## config.mk

```make
export PLATFORM = sky130hd
export DESIGN_NAME = eds_sequencer
export DESIGN_NICKNAME = d
export VERILOG_FILES = /design/src/hdl/eds_pkg.sv /design/src/hdl/eds_sequencer.sv
export VERILOG_INCLUDE_DIRS = /design/src /design/src/hdl
export SDC_FILE = /design/constraint.sdc
export NUM_CORES = 1
export LEC_CHECK = 0
export BUFFER_PORTS_ARGS = -buffer_cell sky130_fd_sc_hd__buf_2
export CORE_ASPECT_RATIO = 0.5
export CORE_MARGIN = 4
export CORE_UTILIZATION = 45
export DETAILED_ROUTE_END_ITERATION = 16
export PLACE_DENSITY_LB_ADDON = 0.3
export SLEW_MARGIN = 10
export SYNTH_ARGS = -nofsm -noshare
export SYNTH_HDL_FRONTEND = slang
export SYNTH_SLANG_ARGS = --single-unit
```

## constraint.sdc

```tcl
create_clock -name hclk -period 2.7 [get_ports hclk]
set_input_delay 0.405 -clock hclk [delete_from_list [all_inputs] [get_ports hclk]]
set_output_delay 0.405 -clock hclk [all_outputs]
set_load 0.02 [all_outputs]
```

## src/hdl/eds_cfg.svh

```systemverilog
/*
 * Constants of the exception dispatch sequencer: register offsets, vector
 * offsets, field positions and widths.
 * Assumes it is included by its bare name from the package and the design.
 */
`ifndef EDS_CFG_SVH
`define EDS_CFG_SVH

// ============================================================
// register map (byte addresses)
`define EDS_OFS_VTB        8'h00
`define EDS_OFS_CTRL       8'h04
`define EDS_OFS_STATUS     8'h08
`define EDS_OFS_HVEC       8'h0C
`define EDS_OFS_HPC        8'h10
`define EDS_OFS_SAVED_PSL  8'h14
`define EDS_OFS_SAVED_PC   8'h18
`define EDS_OFS_NPARAM     8'h1C

// ============================================================
// vector offsets within the table page
`define EDS_VEC_MCHECK     9'h004
`define EDS_VEC_RSVD_INSN  9'h010
`define EDS_VEC_CUST_INSN  9'h014
`define EDS_VEC_RSVD_OPND  9'h018
`define EDS_VEC_RSVD_MODE  9'h01C
`define EDS_VEC_ACCESS     9'h020
`define EDS_VEC_XLATE      9'h024
`define EDS_VEC_TRACE      9'h028
`define EDS_VEC_BPT        9'h02C
`define EDS_VEC_ARITH      9'h034
`define EDS_VEC_CHM_BASE   9'h040
`define EDS_VEC_SWI_BASE   9'h080
`define EDS_VEC_TIMER      9'h0C0
`define EDS_VEC_EMUL       9'h0C8
`define EDS_VEC_EMUL_SUSP  9'h0CC

// ============================================================
// status longword fields and levels, base alignment width, parameter counts
`define EDS_PSL_TP         30
`define EDS_PSL_FPD        27
`define EDS_PSL_T          4
`define EDS_PSL_IS         26
`define EDS_PSL_IPL_LO     16
`define EDS_IPL_EXC_MAX    5'h1F
`define EDS_IPL_TIMER      5'h16
`define EDS_VTB_MBZ_W      9
`define EDS_NP_ARITH       4'h1
`define EDS_NP_CHM         4'h1
`define EDS_NP_ACCESS      4'h2
`define EDS_NP_EMUL        4'hA
`define EDS_NP_MCHECK      4'h0

`endif

```

## src/hdl/eds_pkg.sv

```systemverilog
/*
 * Types of the exception dispatch sequencer.
 * Assumes eds_cfg.svh is on the include path.
 */
`include "eds_cfg.svh"
package eds_pkg;
  // ============================================================
  // boundary sequence states
  typedef enum logic [3:0] {
    EDS_IDLE,
    EDS_PRE_INT,
    EDS_TRACE_CHK,
    EDS_POST_INT,
    EDS_START,
    EDS_EXEC,
    EDS_END_CHK,
    EDS_FETCH_REQ,
    EDS_FETCH_WAIT,
    EDS_DISPATCH
  } eds_state_e;

  // fault classes reported by the execution unit
  typedef enum logic [3:0] {
    EDS_F_NONE, EDS_F_RSVD_INSN, EDS_F_CUST_INSN, EDS_F_RSVD_OPND,
    EDS_F_RSVD_MODE, EDS_F_ACCESS, EDS_F_XLATE, EDS_F_BPT,
    EDS_F_EMUL_SUSP, EDS_F_MCHECK
  } eds_fault_e;

  // trap classes at instruction end
  typedef enum logic [2:0] {
    EDS_T_NONE, EDS_T_CHM, EDS_T_EMUL, EDS_T_MCHECK
  } eds_trap_e;

  // execution unit report at instruction end
  typedef struct packed {
    logic       done;
    eds_fault_e fault;
    logic       partial;
    eds_trap_e  trap;
    logic [1:0] chm_mode;
    logic       arith;
  } eds_xu_s;

  // dispatch outcome towards the execution unit
  typedef struct packed {
    logic [31:0] handler_pc;
    logic [31:0] saved_psl;
    logic [31:0] saved_pc;
    logic [3:0]  nparam;
    logic [1:0]  code;
    logic        raise_ipl;
  } eds_disp_s;

  // whole state of the sequencer
  typedef struct packed {
    eds_state_e  st;
    logic [31:0] vtb;
    logic [31:0] processor_status_longword;
    logic [31:0] pc;
    logic [31:0] opc_pc;
    logic        t_at_start;
    logic [8:0]  vofs;
    logic [3:0]  np;
    logic        is_int;
    logic        trap_pend;
    logic [8:0]  trap_vofs;
    logic [3:0]  trap_np;
    logic        ctrl_go;
    eds_disp_s   disp;
    logic        disp_vld;
    logic [31:0] hvec;
    logic        hsel_d;
    logic        hwr_d;
    logic [7:0]  haddr_d;
    logic [31:0] hrdata;
  } eds_state_s;
endpackage : eds_pkg

```

## src/hdl/eds_sequencer.sv

```systemverilog
/*
 * Between-instruction event sequencer: trace, faults, traps, interrupts,
 * console halt and vector-table dispatch, with an AHB-Lite register slave.
 * Assumes a single execution unit that holds its request until answered
 * and a memory port that returns the vector longword some cycles later.
 */
`timescale 1ns/1ns
`include "eds_cfg.svh"
module eds_sequencer (
  input  wire logic             hclk,
  input  wire logic             hresetn,
  input  wire logic             clk_en,
  input  wire logic             hsel,
  input  wire logic [31:0]      haddr,
  input  wire logic [1:0]       htrans,
  input  wire logic             hwrite,
  input  wire logic [2:0]       hsize,
  input  wire logic [31:0]      hwdata,
  input  wire logic             hready,
  output logic      [31:0]      hrdata,
  output logic                  hreadyout,
  output logic                  hresp,
  input  wire logic             xu_boundary,
  input  wire logic [31:0]      xu_next_pc,
  input  wire logic [31:0]      xu_psl,
  input  wire eds_pkg::eds_xu_s xu_report,
  input  wire logic             int_req,
  input  wire logic [4:0]       int_level,
  input  wire logic             int_is_timer,
  input  wire logic             halt_req,
  output logic                  xu_start,
  output logic                  xu_undo_regs,
  output logic                  halted,
  output logic      [31:0]      vec_addr,
  output logic                  vec_req,
  input  wire logic             vec_ack,
  input  wire logic [31:0]      vec_data,
  output logic                  disp_valid,
  output eds_pkg::eds_disp_s    disp_out
);
  import eds_pkg::*;

  eds_state_s r;
  eds_state_s n;
  logic       int_take;
  logic       wr_go;

  // ============================================================
  // helpers
  function automatic logic [8:0] fault_vofs(input eds_fault_e f);
    case (f)
      EDS_F_RSVD_INSN: fault_vofs = `EDS_VEC_RSVD_INSN;
      EDS_F_CUST_INSN: fault_vofs = `EDS_VEC_CUST_INSN;
      EDS_F_RSVD_OPND: fault_vofs = `EDS_VEC_RSVD_OPND;
      EDS_F_RSVD_MODE: fault_vofs = `EDS_VEC_RSVD_MODE;
      EDS_F_ACCESS:    fault_vofs = `EDS_VEC_ACCESS;
      EDS_F_XLATE:     fault_vofs = `EDS_VEC_XLATE;
      EDS_F_BPT:       fault_vofs = `EDS_VEC_BPT;
      EDS_F_EMUL_SUSP: fault_vofs = `EDS_VEC_EMUL_SUSP;
      EDS_F_MCHECK:    fault_vofs = `EDS_VEC_MCHECK;
      default:         fault_vofs = `EDS_VEC_RSVD_INSN;
    endcase
  endfunction : fault_vofs

  function automatic logic [3:0] fault_np(input eds_fault_e f);
    case (f)
      EDS_F_ACCESS, EDS_F_XLATE: fault_np = `EDS_NP_ACCESS;
      EDS_F_MCHECK:              fault_np = `EDS_NP_MCHECK;
      default:                   fault_np = 4'h0;
    endcase
  endfunction : fault_np

  // interrupt vector: software levels use level*4 above 80, timer at C0
  function automatic logic [8:0] int_vofs(input logic tmr, input logic [4:0] lvl);
    if (tmr) begin
      int_vofs = `EDS_VEC_TIMER;
    end else begin
      int_vofs = `EDS_VEC_SWI_BASE + {2'b00, lvl[3:0], 2'b00};
    end
  endfunction : int_vofs

  // interrupts only above current level unless halt_req is set; timer arrives at its fixed level
  always_comb begin
    logic [4:0] lvl;
    lvl = int_is_timer ? `EDS_IPL_TIMER : int_level;
    int_take = (int_req && lvl > r.processor_status_longword[`EDS_PSL_IPL_LO +: 5] &&
                (int_is_timer || (lvl != 5'h00 && lvl < 5'h10))) || halt_req;
  end

  assign wr_go = r.hsel_d && r.hwr_d;

  // ============================================================
  // next state
  always_comb begin
    n = r;
    n.disp_vld = 1'b0;
    n.hsel_d = hsel && hready && htrans[1];
    n.hwr_d = hwrite;
    n.haddr_d = haddr[7:0];
    if (wr_go) begin
      case (r.haddr_d)
        `EDS_OFS_VTB:  n.vtb = {hwdata[31:`EDS_VTB_MBZ_W], {`EDS_VTB_MBZ_W{1'b0}}};
        `EDS_OFS_CTRL: n.ctrl_go = hwdata[0];
        default: ;
      endcase
    end
    // read data is loaded at the address phase so that it stands through
    // the data phase; base and go are forwarded from a write in that phase
    if (n.hsel_d && !hwrite) begin
      case (haddr[7:0])
        `EDS_OFS_VTB:       n.hrdata = n.vtb;
        `EDS_OFS_CTRL:      n.hrdata = {31'h0, n.ctrl_go};
        `EDS_OFS_STATUS:    n.hrdata = {27'h0, r.trap_pend, r.st};
        `EDS_OFS_HVEC:      n.hrdata = r.hvec;
        `EDS_OFS_HPC:       n.hrdata = r.disp.handler_pc;
        `EDS_OFS_SAVED_PSL: n.hrdata = r.disp.saved_psl;
        `EDS_OFS_SAVED_PC:  n.hrdata = r.disp.saved_pc;
        `EDS_OFS_NPARAM:    n.hrdata = {28'h0, r.disp.nparam};
        default:            n.hrdata = 32'h0000_0000;
      endcase
    end
    case (r.st)
      EDS_IDLE: begin
        if (r.ctrl_go) begin
          n.st = EDS_START;
        end
      end
      EDS_PRE_INT: begin
        // interrupt before the trace check; pending bit saved as is
        if (int_take) begin
          n.is_int = 1'b1;
          n.vofs = int_vofs(int_is_timer, int_level);
          n.np = 4'h0;
          n.st = EDS_FETCH_REQ;
        end else begin
          n.st = EDS_TRACE_CHK;
        end
      end
      EDS_TRACE_CHK: begin
        if (r.processor_status_longword[`EDS_PSL_TP]) begin
          n.processor_status_longword[`EDS_PSL_TP] = 1'b0;
          n.vofs = `EDS_VEC_TRACE;
          n.np = 4'h0;
          n.is_int = 1'b0;
          n.st = EDS_FETCH_REQ;
        end else begin
          n.st = EDS_POST_INT;
        end
      end
      EDS_POST_INT: begin
        if (int_take) begin
          n.is_int = 1'b1;
          n.vofs = int_vofs(int_is_timer, int_level);
          n.np = 4'h0;
          n.st = EDS_FETCH_REQ;
        end else begin
          n.st = EDS_START;
        end
      end
      EDS_START: begin
        n.processor_status_longword[`EDS_PSL_TP] = r.processor_status_longword[`EDS_PSL_T];
        n.t_at_start = r.processor_status_longword[`EDS_PSL_T];
        n.opc_pc = r.pc;
        n.st = EDS_EXEC;
      end
      EDS_EXEC: begin
        // an interrupt aborts the instruction here only while fpd is clear; faults are judged in EDS_END_CHK
        if (xu_boundary && xu_report.done) begin
          n.st = EDS_END_CHK;
        end else if (int_take && !r.processor_status_longword[`EDS_PSL_FPD]) begin
          n.pc = r.opc_pc;
          n.processor_status_longword[`EDS_PSL_TP] = 1'b0;
          n.is_int = 1'b1;
          n.vofs = int_vofs(int_is_timer, int_level);
          n.np = 4'h0;
          n.st = EDS_FETCH_REQ;
        end
      end
      EDS_END_CHK: begin
        n.processor_status_longword = xu_psl;
        if (xu_report.fault != EDS_F_NONE) begin
          n.pc = r.opc_pc;
          n.processor_status_longword[`EDS_PSL_FPD] = xu_report.partial ||
                                (xu_report.fault == EDS_F_EMUL_SUSP);
          n.processor_status_longword[`EDS_PSL_TP] = 1'b0;
          n.vofs = fault_vofs(xu_report.fault);
          n.np = fault_np(xu_report.fault);
          n.is_int = 1'b0;
          n.st = EDS_FETCH_REQ;
        end else begin
          n.pc = xu_next_pc;
          n.processor_status_longword[`EDS_PSL_TP] = r.t_at_start;
          n.is_int = 1'b0;
          n.trap_pend = 1'b1;
          case (xu_report.trap)
            EDS_T_CHM: begin
              n.vofs = `EDS_VEC_CHM_BASE + {5'h00, xu_report.chm_mode, 2'b00};
              n.np = `EDS_NP_CHM;
            end
            EDS_T_EMUL: begin
              n.vofs = `EDS_VEC_EMUL;
              n.np = `EDS_NP_EMUL;
              n.processor_status_longword[`EDS_PSL_FPD] = 1'b0;
            end
            EDS_T_MCHECK: begin
              n.vofs = `EDS_VEC_MCHECK;
              n.np = `EDS_NP_MCHECK;
            end
            default: begin
              n.trap_pend = xu_report.arith;
              n.vofs = `EDS_VEC_ARITH;
              n.np = `EDS_NP_ARITH;
            end
          endcase
          n.st = n.trap_pend ? EDS_FETCH_REQ : EDS_PRE_INT;
        end
      end
      EDS_FETCH_REQ: begin
        n.st = EDS_FETCH_WAIT;
      end
      EDS_FETCH_WAIT: begin
        if (vec_ack) begin
          n.hvec = vec_data;
          n.st = EDS_DISPATCH;
        end
      end
      EDS_DISPATCH: begin
        // state saved is the one in force now: for a trap followed by an
        // interrupt, the second pass saves the trap handler's pc and psl when the trap vector's code is not 01, which raises ipl to 1F
        n.disp.saved_pc = r.pc;
        n.disp.saved_psl = r.processor_status_longword;
        n.disp.nparam = r.np;
        n.disp.code = r.hvec[1:0];
        n.disp.raise_ipl = (r.hvec[1:0] == 2'b01) && !r.is_int;
        n.disp.handler_pc = {r.hvec[31:2], 2'b00};
        n.disp_vld = 1'b1;
        n.pc = {r.hvec[31:2], 2'b00};
        n.processor_status_longword[`EDS_PSL_TP] = 1'b0;
        n.processor_status_longword[`EDS_PSL_T] = 1'b0;
        n.processor_status_longword[`EDS_PSL_FPD] = 1'b0;
        if (r.hvec[1:0] == 2'b01) begin
          n.processor_status_longword[`EDS_PSL_IS] = 1'b1;
          if (!r.is_int) begin
            n.processor_status_longword[`EDS_PSL_IPL_LO +: 5] = `EDS_IPL_EXC_MAX;
          end
        end
        if (r.is_int) begin
          n.processor_status_longword[`EDS_PSL_IPL_LO +: 5] = int_is_timer ? `EDS_IPL_TIMER : int_level;
        end
        n.trap_pend = 1'b0;
        // pending interrupt checked before the handler's first instruction
        n.st = EDS_PRE_INT;
        if (halt_req) begin
          n.st = EDS_IDLE;
          n.ctrl_go = 1'b0;
        end
      end
      default: n.st = EDS_IDLE;
    endcase
  end

  // ============================================================
  // state register; table base deliberately left without reset value
  always_ff @(posedge hclk or negedge hresetn) begin
    if (!hresetn) begin
      r.st <= EDS_IDLE;
      r.processor_status_longword <= 32'h0000_0000;
      r.pc <= 32'h0000_0000;
      r.opc_pc <= 32'h0000_0000;
      r.t_at_start <= 1'b0;
      r.vofs <= 9'h000;
      r.np <= 4'h0;
      r.is_int <= 1'b0;
      r.trap_pend <= 1'b0;
      r.trap_vofs <= 9'h000;
      r.trap_np <= 4'h0;
      r.ctrl_go <= 1'b0;
      r.disp <= '0;
      r.disp_vld <= 1'b0;
      r.hvec <= 32'h0000_0000;
      r.hsel_d <= 1'b0;
      r.hwr_d <= 1'b0;
      r.haddr_d <= 8'h00;
      r.hrdata <= 32'h0000_0000;
    end else if (clk_en) begin
      r.st <= n.st;
      r.processor_status_longword <= n.processor_status_longword;
      r.pc <= n.pc;
      r.opc_pc <= n.opc_pc;
      r.t_at_start <= n.t_at_start;
      r.vofs <= n.vofs;
      r.np <= n.np;
      r.is_int <= n.is_int;
      r.trap_pend <= n.trap_pend;
      r.trap_vofs <= n.trap_vofs;
      r.trap_np <= n.trap_np;
      r.ctrl_go <= n.ctrl_go;
      r.disp <= n.disp;
      r.disp_vld <= n.disp_vld;
      r.hvec <= n.hvec;
      r.hsel_d <= n.hsel_d;
      r.hwr_d <= n.hwr_d;
      r.haddr_d <= n.haddr_d;
      r.hrdata <= n.hrdata;
      r.vtb <= n.vtb;
    end
  end

  // ============================================================
  // outputs
  assign hreadyout = 1'b1;
  assign hresp = 1'b0;
  assign hrdata = r.hrdata;
  assign xu_start = (r.st == EDS_EXEC);
  assign xu_undo_regs = (r.st == EDS_END_CHK) && (xu_report.fault != EDS_F_NONE) &&
                        !xu_report.partial;
  assign halted = (r.st == EDS_IDLE);
  assign vec_addr = r.vtb + {23'h0, r.vofs};
  assign vec_req = (r.st == EDS_FETCH_WAIT);
  assign disp_valid = r.disp_vld;
  assign disp_out = r.disp;

  // ============================================================
  // checks
  trace_first_a: assert property (@(posedge hclk) disable iff (!hresetn)
    (r.st == EDS_TRACE_CHK && r.processor_status_longword[`EDS_PSL_TP] && clk_en) |=>
      (r.vofs == `EDS_VEC_TRACE && !r.processor_status_longword[`EDS_PSL_TP]))
    else $error("trace fault not first");
  tp_copy_a: assert property (@(posedge hclk) disable iff (!hresetn)
    (r.st == EDS_START && clk_en) |=> (r.processor_status_longword[`EDS_PSL_TP] == $past(r.processor_status_longword[`EDS_PSL_T])))
    else $error("pending not copied");
  base_align_a: assert property (@(posedge hclk) disable iff (!hresetn)
    (wr_go && r.haddr_d == `EDS_OFS_VTB && clk_en) |=> (r.vtb[8:0] == 9'h000))
    else $error("base not aligned");
  handler_pc_a: assert property (@(posedge hclk) disable iff (!hresetn)
    disp_valid |-> (disp_out.handler_pc[1:0] == 2'b00 &&
                    disp_out.handler_pc[31:2] == $past(r.hvec[31:2])))
    else $error("handler pc wrong");
  vec_addr_a: assert property (@(posedge hclk) disable iff (!hresetn)
    vec_req |-> (vec_addr[31:9] == r.vtb[31:9] && vec_addr[8:0] == r.vofs &&
                 r.vofs[1:0] == 2'b00))
    else $error("vector address wrong");
  arith_only_a: assert property (@(posedge hclk) disable iff (!hresetn)
    (r.st == EDS_END_CHK && clk_en && xu_report.fault != EDS_F_NONE) |=>
      (r.vofs != `EDS_VEC_ARITH))
    else $error("arith trap with fault");
  fault_rewind_a: assert property (@(posedge hclk) disable iff (!hresetn)
    (r.st == EDS_END_CHK && clk_en && xu_report.fault != EDS_F_NONE) |=>
      (r.pc == $past(r.opc_pc) && !r.processor_status_longword[`EDS_PSL_TP]))
    else $error("fault did not rewind");
  access_two_a: assert property (@(posedge hclk) disable iff (!hresetn)
    (r.st == EDS_FETCH_REQ && (r.vofs == `EDS_VEC_ACCESS || r.vofs == `EDS_VEC_XLATE))
      |-> (r.np == `EDS_NP_ACCESS))
    else $error("access fault params");
endmodule : eds_sequencer

```

Word-level counts from Yosys, hierarchy flattened
Memories as Yosys holds them, arrays and structs flattened.
Cells that the tools add are included.
{"block": "totals", "rom_bits": 96, "elab_cells": 162, "register_bits": 325, "n_memories": 1}
{"name": "(no name shown)", "depth": 16, "word_bits": 6, "rd": 1, "rd_clocked_by_memory_dff": 0, "write_ports": 0, "line_no": "eds_sequencer.sv:51", "source": "case (f)"}
{"block": "classes", "n_mux": 49, "eq_ne": 34, "reduce_logical": 46, "magnitude_cmp": 2, "add_sub_neg": 3}
{"cell": "32-bit one-hot mux with 8 select lines", "n": 1}
{"cell": "32-bit 2-to-1 mux", "n": 5}
{"cell": "105-bit 2-to-1 mux", "n": 1}
{"cell": "32-bit one-hot mux with 3 select lines", "n": 1}
{"cell": "14-bit 2-to-1 mux", "n": 5}
{"cell": "14-bit one-hot mux with 4 select lines", "n": 1}
{"cell": "4-bit one-hot mux with 10 select lines", "n": 1}
{"cell": "12-bit one-hot mux with 3 select lines", "n": 1}
{"cell": "32-bit by 9-bit adder with 32-bit output", "n": 1}
{"cell": "8-bit by 5-bit equality test with 1-bit output (second input constant)", "n": 4}
{"cell": "4-bit by 3-bit equality test with 1-bit output (second input constant)", "n": 6}
{"cell": "8-bit by 3-bit equality test with 1-bit output (second input constant)", "n": 2}
{"cell": "8-bit by 4-bit equality test with 1-bit output (second input constant)", "n": 2}
{"cell": "8-bit zero test", "n": 2}
{"cell": "4-bit 2-to-1 mux", "n": 4}
{"cell": "5-bit 2-to-1 mux", "n": 3}
{"cell": "1-bit 2-to-1 mux", "n": 14}
{"cell": "4-bit equality test (second input constant)", "n": 3}
{"cell": "1-bit logical AND", "n": 12}
{"cell": "3-bit 2-to-1 mux", "n": 4}
{"cell": "2-bit AND reduction", "n": 6}
{"cell": "3-bit AND reduction", "n": 4}
{"cell": "4-bit AND reduction", "n": 3}
{"cell": "4-bit nonzero test", "n": 3}
{"cell": "28 further kinds", "n": 45}

Longest topological paths before layout
Gate-level depths: netlist (run 1).
{"block": "logic_depth", "ltp_word": 10, "ltp_mapped": 10}

Worst setup path before layout (run 1)
No wires, ideal clock.
{"block": "synth_timing", "path_type": "input port to flip-flop", "startpoint": "input int_is_timer", "endpoint": "register r[194] (netlist name)", "setup_ns": 0.125, "path_slack_ns": -0.036, "stages": 8, "required_time_ns": 2.575, "t_arrival_ns": 2.612, "cell_sequence": "or2_2 > ha_1 > nand4_1 > o221ai_1 > a21oi_1 > a41oi_2 > a2111oi_4 > mux2_2"}
{"block": "synth_via", "elab_chain_len": 9, "word_cells_on_any_way": 13, "classes_between": "2 x order compare; 2 x eq/ne; 1 x mux; 8 x reduce/logical"}
{"item": "start: declaration", "line_no": "eds_sequencer.sv:29", "source": "input wire logic int_is_timer,"}
{"item": "5-bit 2-to-1 mux", "line_no": "eds_sequencer.sv:85", "source": "lvl = int_is_timer ? `EDS_IPL_TIMER : int_level;"}
{"item": "5-bit < comparator / 5-bit nonzero test (equally long branches)", "line_no": "eds_sequencer.sv:87", "source": "(int_is_timer || (lvl != 5'h00 && lvl < 5'h10))) || halt_req;"}
{"item": "1-bit logical AND", "line_no": "eds_sequencer.sv:87"}
{"item": "1-bit logical OR", "line_no": "eds_sequencer.sv:87"}
{"item": "1-bit logical AND (*)", "line_no": "eds_sequencer.sv:86", "source": "int_take = (int_req && lvl > r.processor_status_longword[`EDS_PSL_IPL_LO +: 5] &&"}
{"item": "1-bit logical OR (*)", "line_no": "eds_sequencer.sv:86"}
{"item": "1-bit logical AND", "line_no": "eds_sequencer.sv:170", "source": "end else if (int_take && !r.processor_status_longword[`EDS_PSL_FPD]) begin"}
{"item": "2-bit by 1-bit != test with 1-bit output (no line)"}
{"item": "6-bit AND reduction (no line) (*)"}
{"item": "end: declaration", "line_no": "eds_sequencer.sv:43", "source": "eds_state_s r;"}
Every way passes the cells marked *; elsewhere a longest branch is shown, timed or not.
A chain may end at the register's enable or synchronous reset.

Worst setup path in the final report (run 1)
{"block": "layout_timing", "startpoint": "register r[307] (netlist name)", "endpoint": "output vec_addr[31]"}
{"block": "layout_via", "elab_chain_len": 1}
{"item": "32-bit by 9-bit adder with 32-bit output", "line_no": "eds_sequencer.sv:318", "source": "assign vec_addr = r.vtb + {23'h0, r.vofs};"}
{"item": "end: declaration", "line_no": "eds_sequencer.sv:34", "source": "output logic [31:0] vec_addr,"}
Every way passes these cells.

==> results.sh, run 1 <==
export IMPL_layout_commonest_cell="buf_2"
export IMPL_cp_end_kind="output port"
export IMPL_drive_gt1_share_pct=44.6
export IMPL_drv_cap=0
export IMPL_vias=11950
export IMPL_die_area_sq_um=39600
export IMPL_crit_arrival_ns=2.70
export IMPL_hpwl_mm=35.7
export IMPL_power_frac_comb_pct=30.3
export IMPL_drt_iter0_markers=969
export IMPL_start_util_pct=45.6
export IMPL_cts_made_buffers=30
export IMPL_areaGrowthSynthToFinish_pct=18.4
export IMPL_synth_seq_cells=320
export IMPL_slew_headroom_pct=53.1
export IMPL_syn_area_sq_um=16400
export IMPL_syn_avg_cell_area_sq_um=11.6
export IMPL_wl_per_cell_um=22.4
export IMPL_regToRegStartpoint="r[291]"
export IMPL_grt_util_all_layers_pct=23.6
export IMPL_ys_types=69
export IMPL_slowest_stage="edfxtp_1"
export IMPL_r2r_slack_ns=0.21
export IMPL_die_h_um=143
export IMPL_min_to="r[44]"
export IMPL_hp_class="input port to register"
export IMPL_cts_buffer_depth=3
export IMPL_setup_slack_ns=-0.405
export IMPL_grt_pass1_wl_mm=72.3
export IMPL_cp_data_required_time_ns=2.30
export IMPL_cts_tree="yes"
export IMPL_violations="negative setup slack"
export IMPL_min_path_cells=2
export IMPL_hp_start="vec_data[2]"
export IMPL_port_buffers=324
export IMPL_layout_common_cells="298 x buf_2, 286 x dfrtp_1, 208 x mux2_2, 109 x buf_4, 74 x nor2_1"
export IMPL_p_switching_mw=5.75
export IMPL_postRouteAntennaNets=0
export IMPL_grt_max_degree=136
export IMPL_r2r_end="r[256]"
export IMPL_p_total_mw=16.7
export IMPL_cts_num_sinks=320
export IMPL_p_leak_nw=9.45
export IMPL_synth_edf_count=32
export IMPL_slowest_delay_ns=0.41
export IMPL_start_kind="register"
export IMPL_switching_share_pct=34.4
export IMPL_report_final_hold_viol_count=0
export IMPL_layout_worst_path_cycle_share_pct=115
export IMPL_p_per_area_nw_per_um2=863
export IMPL_cts_root_buf="clkbuf_16"
export IMPL_fin_crit_ns=3.11
export IMPL_max_slew_worst_pin_slew_ns=0.704
export IMPL_die_w_um=278
export IMPL_p_int_mw=11.0
export IMPL_drv_slew=0
export IMPL_ys_seq_area_share_pct=49.9
export IMPL_postLayoutCoreUtil_pct=54.0
export IMPL_seqPwrFrac_pct=43.3
export IMPL_drt_pass1_iter_count=5
export IMPL_vdd_drop_max_v=0.000447
export IMPL_setup_viol_count_final=25
export IMPL_via_per_inst=5.54
export IMPL_status="finished with violations"
export IMPL_rsz0062_at_grt="true"
export IMPL_p_clk_share_pct=26.4
export IMPL_fmax_mhz=322
export IMPL_core_area_sq_um=35900
export IMPL_grt_pass1_vias=11660
export IMPL_gr_total_overflow=0
export IMPL_wl_mm=48.3
export IMPL_path_class="register to output port"
export IMPL_async_reset_ff_share_pct=90.0
export IMPL_clk_latency_ns=0.58
export IMPL_ioPinCount=367
export IMPL_placement_rows=49
export IMPL_place_congestion=0.905
export IMPL_antenna_found_initial=6
export IMPL_synthCells=1406
export IMPL_drc_errors=0
export IMPL_synth_flop_cell="dfrtp_1"
export IMPL_path_cells="ha_1 > a21o_1 > a21o_1 > a2111oi_4 > buf_4 > nor2b_4 > and4_1 > xor2_1 > buf_4"
export IMPL_cp_max_fo=5
export IMPL_yosysWarnings=0
export IMPL_skew_ns=0.0169
export IMPL_cts_max_level=1
export IMPL_reg2reg_depth=10
export IMPL_clkTransAtPathRegs_ns=0.07
export IMPL_nets=1853
per-stage QoR:
step	setup TNS, ns	hold slack [ns]	std cells	instance area, sq um	worst slack, ns
finish	-7.33	0.0530	2158	19400	-0.405
global route	-11.12	0.0350	2158	19400	-0.546
CTS	-8.03	0.0339	2151	19200	-0.444
detailed placement	-3.56	0.336	2092	18000	-0.169
global placement	-3.07	0.336	2092	18000	-0.143
floorplan	0	0.109	1409	16400	0.0224
Yosys cell counts, drive strengths merged (14+ instances only):
cell type,instances,share of area [%]
ha,15,1.1
xnor2,16,0.86
edfxtp,32,5.9
and3,14,0.54
nand3,23,0.70
nor2,80,1.9
nand2,44,1.0
a22o,36,1.9
dfrtp,288,44
buf,173,7.5
inv,61,1.4
a221oi,28,1.5
clkbuf,44,1.0
mux2,228,16
and2,17,0.65
mux2i,34,2.1
a21oi,53,1.6
a221o,24,1.5
a22oi,37,1.7
o21ai,38,1.2
worst max path at each step:
stage | cells after the start | startpoint | end
6_report | 9 | r[307] | vec_addr[31]
5_1_grt | 9 | r[307] | vec_addr[31]
4_1_cts | 11 | r[200] | vec_addr[14]
3_5_place_dp | 10 | r[200] | vec_addr[24]
3_3_place_gp | 10 | r[200] | vec_addr[24]
2_1_floorplan | 8 | int_is_timer | r[194]
power groups by stage:
stage | Sequential, mW | Combinational, mW | Clock (mW)
final | 7.23 | 5.06 | 4.42
after global routing | 7.38 | 5.49 | 4.69
after CTS | 7.20 | 5.01 | 4.50
after detailed placement | 7.29 | 4.89 | 0
after global placement | 7.24 | 4.81 | 0
after floorplan | 6.78 | 3.86 | 0
sequential cells by signal, summed over array words and instances, names as in the netlist:
| signal | count |
|---|---|
| disp_out | 100 |
| disp_valid | 1 |
| hrdata | 32 |
| r | 187 |
cells by family (layout without fill, tap and decap cells):
family	after synthesis	in the layout	share of synthesized area [%]
AO/OA/AOI/OAI	268	268	12.1
XOR/XNOR	28	28	1.50
adder cells (fa/ha/maj)	16	16	1.27
buffers and inverters	278	537	9.88
flip-flops	320	320	49.9
multiplexers	262	262	18.2
other	2	11	0.0459
AND/OR/NAND/NOR	232	232	7.04
timing repair:
item / CTS / global route
hold endpoints to repair: 40 / 0
hold buffers: 1 / 0
pin swaps: 21 / 13
setup endpoints to repair: 26 / 27
resized for setup: 43 / 22
setup buffers: 4 / 1
layout make-up:
type	instances	area (sq um)
fillers	3137	16500
flip-flops and latches	320	8170
multi-input cells	811	6790
repair buffers	420	2530
clock buffers	39	835
well taps	484	606
inverters	61	229
clock inverters	17	190
diodes	6	15.0
metal layers:
| layer | part of all wire, % | GRT usage (%) |
|---|---|---|
| met1 | 44 | 33.5 |
| met2 | 48 | 38.1 |
| met3 | 6.3 | 4.07 |
| met4 | 2.4 | 6.07 |
| met5 | 0 | 0 |
worst max-delay path: cells and delay by family, from the launching register on:
kind | cells | cell delay (ns)
xor gates and xnor gates | 1 | 0.14
AOI/OAI and AO/OA | 3 | 0.66
DFF | 1 | 0.41
buffers and inverters | 2 | 0.33
adders and majority gates | 1 | 0.32
and+or+nand+nor | 2 | 0.27
No activity file was read; power rests on OpenSTA's default activity.
==> run 2, diff against run 1 <==
==> constraint.sdc (replaced) <==
create_clock -name hclk -period 2.7 [get_ports hclk]
set_input_delay 0.27 -clock hclk [delete_from_list [all_inputs] [get_ports hclk]]
set_output_delay 0.27 -clock hclk [all_outputs]
set_load 0.02 [all_outputs]
==> results.sh, run 2 (synthesis results as in run 1) <==
export IMPL_die_area_sq_um=39600
export IMPL_start_kind="register"
export IMPL_drive_gt1_share_pct=42.8
export IMPL_via_per_inst=5.51
export IMPL_place_congestion=0.915
export IMPL_cts_max_level=1
export IMPL_cts_root_buf="clkbuf_16"
export IMPL_clkTransAtPathRegs_ns=0.06
export IMPL_setup_tns_ns=-4.81
export IMPL_reg2reg_depth=9
export IMPL_grt_pass1_vias=12281
export IMPL_placement_rows=49
export IMPL_fmax_mhz=331
export IMPL_gr_total_overflow=0
export IMPL_postLayoutCoreUtil_pct=56.2
export IMPL_postRouteAntennaNets=0
export IMPL_p_switching_mw=5.76
export IMPL_grt_pass1_wl_mm=74.4
export IMPL_skew_ns=0.0152
export IMPL_switching_share_pct=34.5
export IMPL_timing_hold_ws_ns=0.0173
export IMPL_port_buffers=324
export IMPL_p_per_area_nw_per_um2=828
export IMPL_drt_iter0_markers=907
export IMPL_largest_register_ffs=187
export IMPL_start_util_pct=45.6
export IMPL_setup_slack_ns=-0.325
export IMPL_p_int_mw=10.9
export IMPL_die_h_um=143
export IMPL_antenna_found_initial=1
export IMPL_cp_max_fo=4
export IMPL_wl_per_cell_um=22.2
export IMPL_cp_end_kind="output port"
export IMPL_min_path_cells=2
export IMPL_core_area_sq_um=35900
export IMPL_top_usage_layer="met2"
export IMPL_drc_errors=0
export IMPL_setup_viol_count_final=25
export IMPL_power_frac_comb_pct=31.9
export IMPL_drt_pass1_iter_count=7
export IMPL_vdd_drop_max_v=0.000470
export IMPL_use_met1_pct=33.7
export IMPL_areaGrowthSynthToFinish_pct=23.3
export IMPL_layout_common_cells="297 x buf_2, 288 x dfrtp_1, 208 x mux2_2, 106 x buf_4, 82 x dlygate4sd3_1"
export IMPL_grt_util_all_layers_pct=24.1
export IMPL_violations="negative setup slack"
export IMPL_layout_worst_path_cycle_share_pct=112
export IMPL_fin_area_sq_um=20200
export IMPL_crit_arrival_ns=2.76
export IMPL_placed_area_sq_um=18000
export IMPL_cts_buffer_depth=3
export IMPL_p_clk_share_pct=25.2
export IMPL_hp_class="input port to register"
export IMPL_rsz0062_at_grt="true"
export IMPL_report_final_hold_viol_count=0
export IMPL_fin_crit_ns=3.03
export IMPL_max_flop_register="r"
export IMPL_die_w_um=278
export IMPL_drv_slew=0
export IMPL_clk_latency_ns=0.59
export IMPL_seqPwrFrac_pct=42.9
export IMPL_vias=12324
export IMPL_cts_made_buffers=31
export IMPL_grtUsageMet3_pct=4.90
export IMPL_p_leak_nw=9.80
export IMPL_hpwl_mm=35.3
export IMPL_layout_commonest_cell="buf_2"
export IMPL_max_slew_worst_pin_slew_ns=0.758
export IMPL_fill_cells=3056
export IMPL_cp_data_required_time_ns=2.43
export IMPL_wl_mm=49.6
export IMPL_status="finished with violations"
export IMPL_use_met2_pct=38.9
export IMPL_drv_cap=0
export IMPL_cts_num_sinks=320
export IMPL_path_class="register to output port"
export IMPL_slew_headroom_pct=49.5
export IMPL_ioPinCount=367
export IMPL_grt_max_degree=137
export IMPL_nets=1936
export IMPL_cts_tree="yes"
[run 2: routing by layer]
metal  wire (um)  vias to the layer above
li1            -                     5586
met1       21900                     6273
met2       23300                      385
met3        3130                       80
met4        1360                        0
met5           0                        -
[run 2: what timing repair did]
item,CTS,global route
setup endpoints to repair,25,53
gates resized for setup,51,24
buffers inserted,13,3
hold buffers,80,2
pin swaps,18,19
endpoints found under the hold margin,139,2
[run 2: area by class of cell]
type,instances,area [sq um],area share (%)
clock inverter,12,81.3,0.403
sequential,320,8170,40.5
inverter,61,231,1.15
multi-input combinational,811,6790,33.7
tap,484,606,3.00
clock buffer,44,895,4.44
timing repair buffer,502,3390,16.8
antenna,1,2.50,0.0124
[run 2: worst max-delay path, stage by stage, from the launching register on]
cell,delay (ns)
dfrtp_1,0.41
buf_6,0.12
inv_4,0.03
fa_2,0.39
nor2b_2,0.13
o21ai_2,0.08
a21oi_2,0.21
o311ai_0,0.13
buf_4,0.20
nor4_4,0.15
xor2_1,0.17
buf_4,0.16
[run 2: power by group through the flow]
stage / clock network, mW / registers (mW) / logic, mW
after detailed placement: 0 / 7.20 / 4.97
after CTS: 4.28 / 7.12 / 5.24
final: 4.22 / 7.16 / 5.33
after global placement: 0 / 7.16 / 4.89
after floorplan: 0 / 6.78 / 3.86
after global routing: 4.51 / 7.29 / 5.76
[run 2: final timing paths]
kind | slack [ns] | startpoint | end
worst min register to register | 0.49 | hrdata[4] | hrdata[4]
worst max-delay path | -0.33 | r[201] | vec_addr[26]
max in group asynchronous | 1.29 | hresetn | r[45]
worst max register to register | 0.19 | r[292] | r[201]
min in group asynchronous | 0.24 | hresetn | hrdata[15]
worst min-delay path | 0.02 | hwdata[9] | r[313]
[run 2: through the flow]
step	instances	setup slack, ns	power, mW
5_1_grt	2235	-0.464	17.6
2_1_floorplan	1409	0.0987	10.6
3_5_place_dp	2082	-0.0883	12.2
4_1_cts	2230	-0.328	16.6
6_report	2235	-0.325	16.7
3_3_place_gp	2082	-0.0449	12.1
==> run 3, diff against run 2 <==
--- a/config.mk
+++ b/config.mk
@@ -9,8 +9,9 @@
 export BUFFER_PORTS_ARGS = -buffer_cell sky130_fd_sc_hd__buf_2
 export CORE_ASPECT_RATIO = 0.5
 export CORE_MARGIN = 4
-export CORE_UTILIZATION = 45
+export CORE_UTILIZATION = 25
 export DETAILED_ROUTE_END_ITERATION = 16
+export HOLD_SLACK_MARGIN = 0.03
 export PLACE_DENSITY_LB_ADDON = 0.3
 export SLEW_MARGIN = 10
 export SYNTH_ARGS = -nofsm -noshare
==> results.sh, run 3 (synthesis results as in run 1) <==
export IMPL_status="finished with violations"
export IMPL_violations="negative setup slack"
export IMPL_nets=1915
export IMPL_cp_num_buf_inv=4
export IMPL_timing_critical_path_max_delay_family="adder cells"
export IMPL_path_class="register to output port"
export IMPL_grt_util_all_layers_pct=15.1
export IMPL_cp_max_fo=3
export IMPL_drt_iter0_markers=882
export IMPL_die_h_um=189
export IMPL_cts_max_level=2
export IMPL_p_per_area_nw_per_um2=835
export IMPL_fin_area_sq_um=20700
export IMPL_layout_common_cells="298 x buf_2, 288 x dfrtp_1, 208 x mux2_2, 92 x buf_4, 72 x nor2_1"
export IMPL_drv_cap=0
export IMPL_placed_area_sq_um=18500
export IMPL_vdd_drop_max_v=0.000444
export IMPL_clkTransAtPathRegs_ns=0.06
export IMPL_vias=12035
export IMPL_setup_viol_count_final=22
export IMPL_die_area_sq_um=69800
export IMPL_grt_pass1_vias=12461
export IMPL_report_final_hold_viol_count=0
export IMPL_p_leak_nw=9.83
export IMPL_cp_data_required_time_ns=2.43
export IMPL_port_buffers=324
export IMPL_largest_register_ffs=187
export IMPL_antenna_found_initial=6
export IMPL_setup_tns_ns=-4.36
export IMPL_max_flop_register="r"
export IMPL_postRouteAntennaNets=0
export IMPL_path_cells="ha_2 > inv_2 > fa_2 > nor2b_2 > o21ai_2 > a21oi_2 > buf_4 > buf_6 > o31a_1 > and3_1 > xor2_1 > buf_4"
export IMPL_max_slew_worst_pin_slew_ns=0.848
export IMPL_wl_per_cell_um=20.7
export IMPL_path_common_cell="buf_4"
export IMPL_skew_ns=0.00973
export IMPL_crit_arrival_ns=2.72
export IMPL_cts_num_sinks=320
export IMPL_p_total_mw=17.3
export IMPL_cts_buffer_depth=3
export IMPL_setup_slack_ns=-0.290
export IMPL_start_kind="register"
export IMPL_grt_pass1_wl_mm=80.5
export IMPL_slew_headroom_pct=43.5
export IMPL_postLayoutCoreUtil_pct=32.4
export IMPL_hp_class="input port to register"
export IMPL_drive_gt1_share_pct=43.1
export IMPL_drc_errors=0
export IMPL_wl_mm=53.9
export IMPL_via_per_inst=4.62
export IMPL_layout_commonest_cell="buf_2"
export IMPL_drt_pass1_iter_count=5
export IMPL_slowest_stage="edfxtp_1"
export IMPL_cts_made_buffers=35
export IMPL_die_w_um=370
export IMPL_fin_crit_ns=2.99
export IMPL_cp_end_kind="output port"
export IMPL_placement_rows=65
export IMPL_areaGrowthSynthToFinish_pct=26.6
export IMPL_layout_worst_path_cycle_share_pct=111
export IMPL_rsz0062_at_grt="true"
export IMPL_slowest_delay_ns=0.35
export IMPL_gr_total_overflow=0
export IMPL_grt_max_degree=151
export IMPL_cts_tree="yes"
export IMPL_ioPinCount=367
export IMPL_cts_root_buf="clkbuf_16"
export IMPL_place_congestion=0.852
export IMPL_core_area_sq_um=63900
export IMPL_start_util_pct=25.6
export IMPL_drv_slew=0
export IMPL_hpwl_mm=39.9
export IMPL_fmax_mhz=334
export IMPL_clk_latency_ns=0.52
run 3: cell types whose count changed in the layout (fill, tap and decap cells not counted), moves of 4 or more:
| cell | before | now |
|---|---|---|
| dlygate4sd3_1 | 82 | 63 |
| buf_4 | 106 | 92 |
| clkbuf_16 | 31 | 37 |
| nor2_2 | 8 | 2 |
| nor2_4 | 1 | 6 |
| xnor2_1 | 12 | 7 |
| clkinv_2 | 8 | 4 |
| diode_2 | 1 | 5 |
| xnor2_2 | 4 | 8 |
| xor2_1 | 12 | 8 |
run 3: worst reg2reg max path: stages, from the launching register on:
cell and delay [ns]:
dfrtp_1 0.35, inv_1 0.13, ha_1 0.28, nand4_1 0.10, o221ai_1 0.11, a21oi_1 0.31, a41oi_2 0.21, a2111oi_4 0.41
buf_12 0.19, mux2_2 0.34
run 3: worst paths after layout:
| check | to | slack (ns) | from | cells past startpoint |
|---|---|---|---|---|
| setup / recovery | vec_addr[14] | -0.29 | r[306] | 12 |
| hold / removal | r[288] | 0.04 | xu_psl[16] | 3 |
| setup reg to reg | r[202] | 0.15 | r[292] | 9 |
| hold reg to reg | disp_out[0] | 0.48 | disp_out[0] | 2 |
| max in group asynchronous | hrdata[10] | 1.41 | hresetn | 3 |
| min in group asynchronous | r[267] | 0.19 | hresetn | 2 |
run 3: routing by layer:
metal / part of all wire [%] / up-vias / GRT usage, % / wire (um)
li1: - / 5523 / - / -
met3: 4.7 / 82 / 2.51 / 2510
met2: 53 / 258 / 27.4 / 28500
met1: 39 / 6172 / 18.2 / 21200
met4: 3.1 / 0 / 4.83 / 1690
met5: 0 / - / 0 / 0
run 3: stage by stage:
step,cells,hold slack [ns],setup WS (ns)
after global placement,2470,0.145,-0.0632
after detailed placement,2470,0.143,-0.0578
after floorplan,1409,-0.0256,0.0987
final,2604,0.0426,-0.290
after global routing,2604,0.0442,-0.457
after CTS,2598,0.0310,-0.337
run 3: cell type report:
cell class,count,area (sq um)
inverter,61,229
tap,871,1090
antenna,5,12.5
sequential,320,8170
clock buffer,50,1040
multi-input combinational,811,6850
timing repair buffer,477,3200
clock inverter,9,120
fill,6565,43200
run 3: report_power, final:
part           switching (mW)  internal, mW  leakage, nW
sequential               1.07          6.12         4.15
combinational            2.75          2.44         5.10
clock                    1.94          2.97        0.577
run 3: repair_timing:
| item | in CTS | in global routing |
|---|---|---|
| pin swaps | 18 | 6 |
| gates cloned | 0 | 0 |
| hold endpoints to repair | 84 | 0 |
| setup endpoints to repair | 25 | 26 |
| gates resized for setup | 77 | 2 |
| hold buffers | 63 | 0 |
| setup buffers | 6 | 1 |
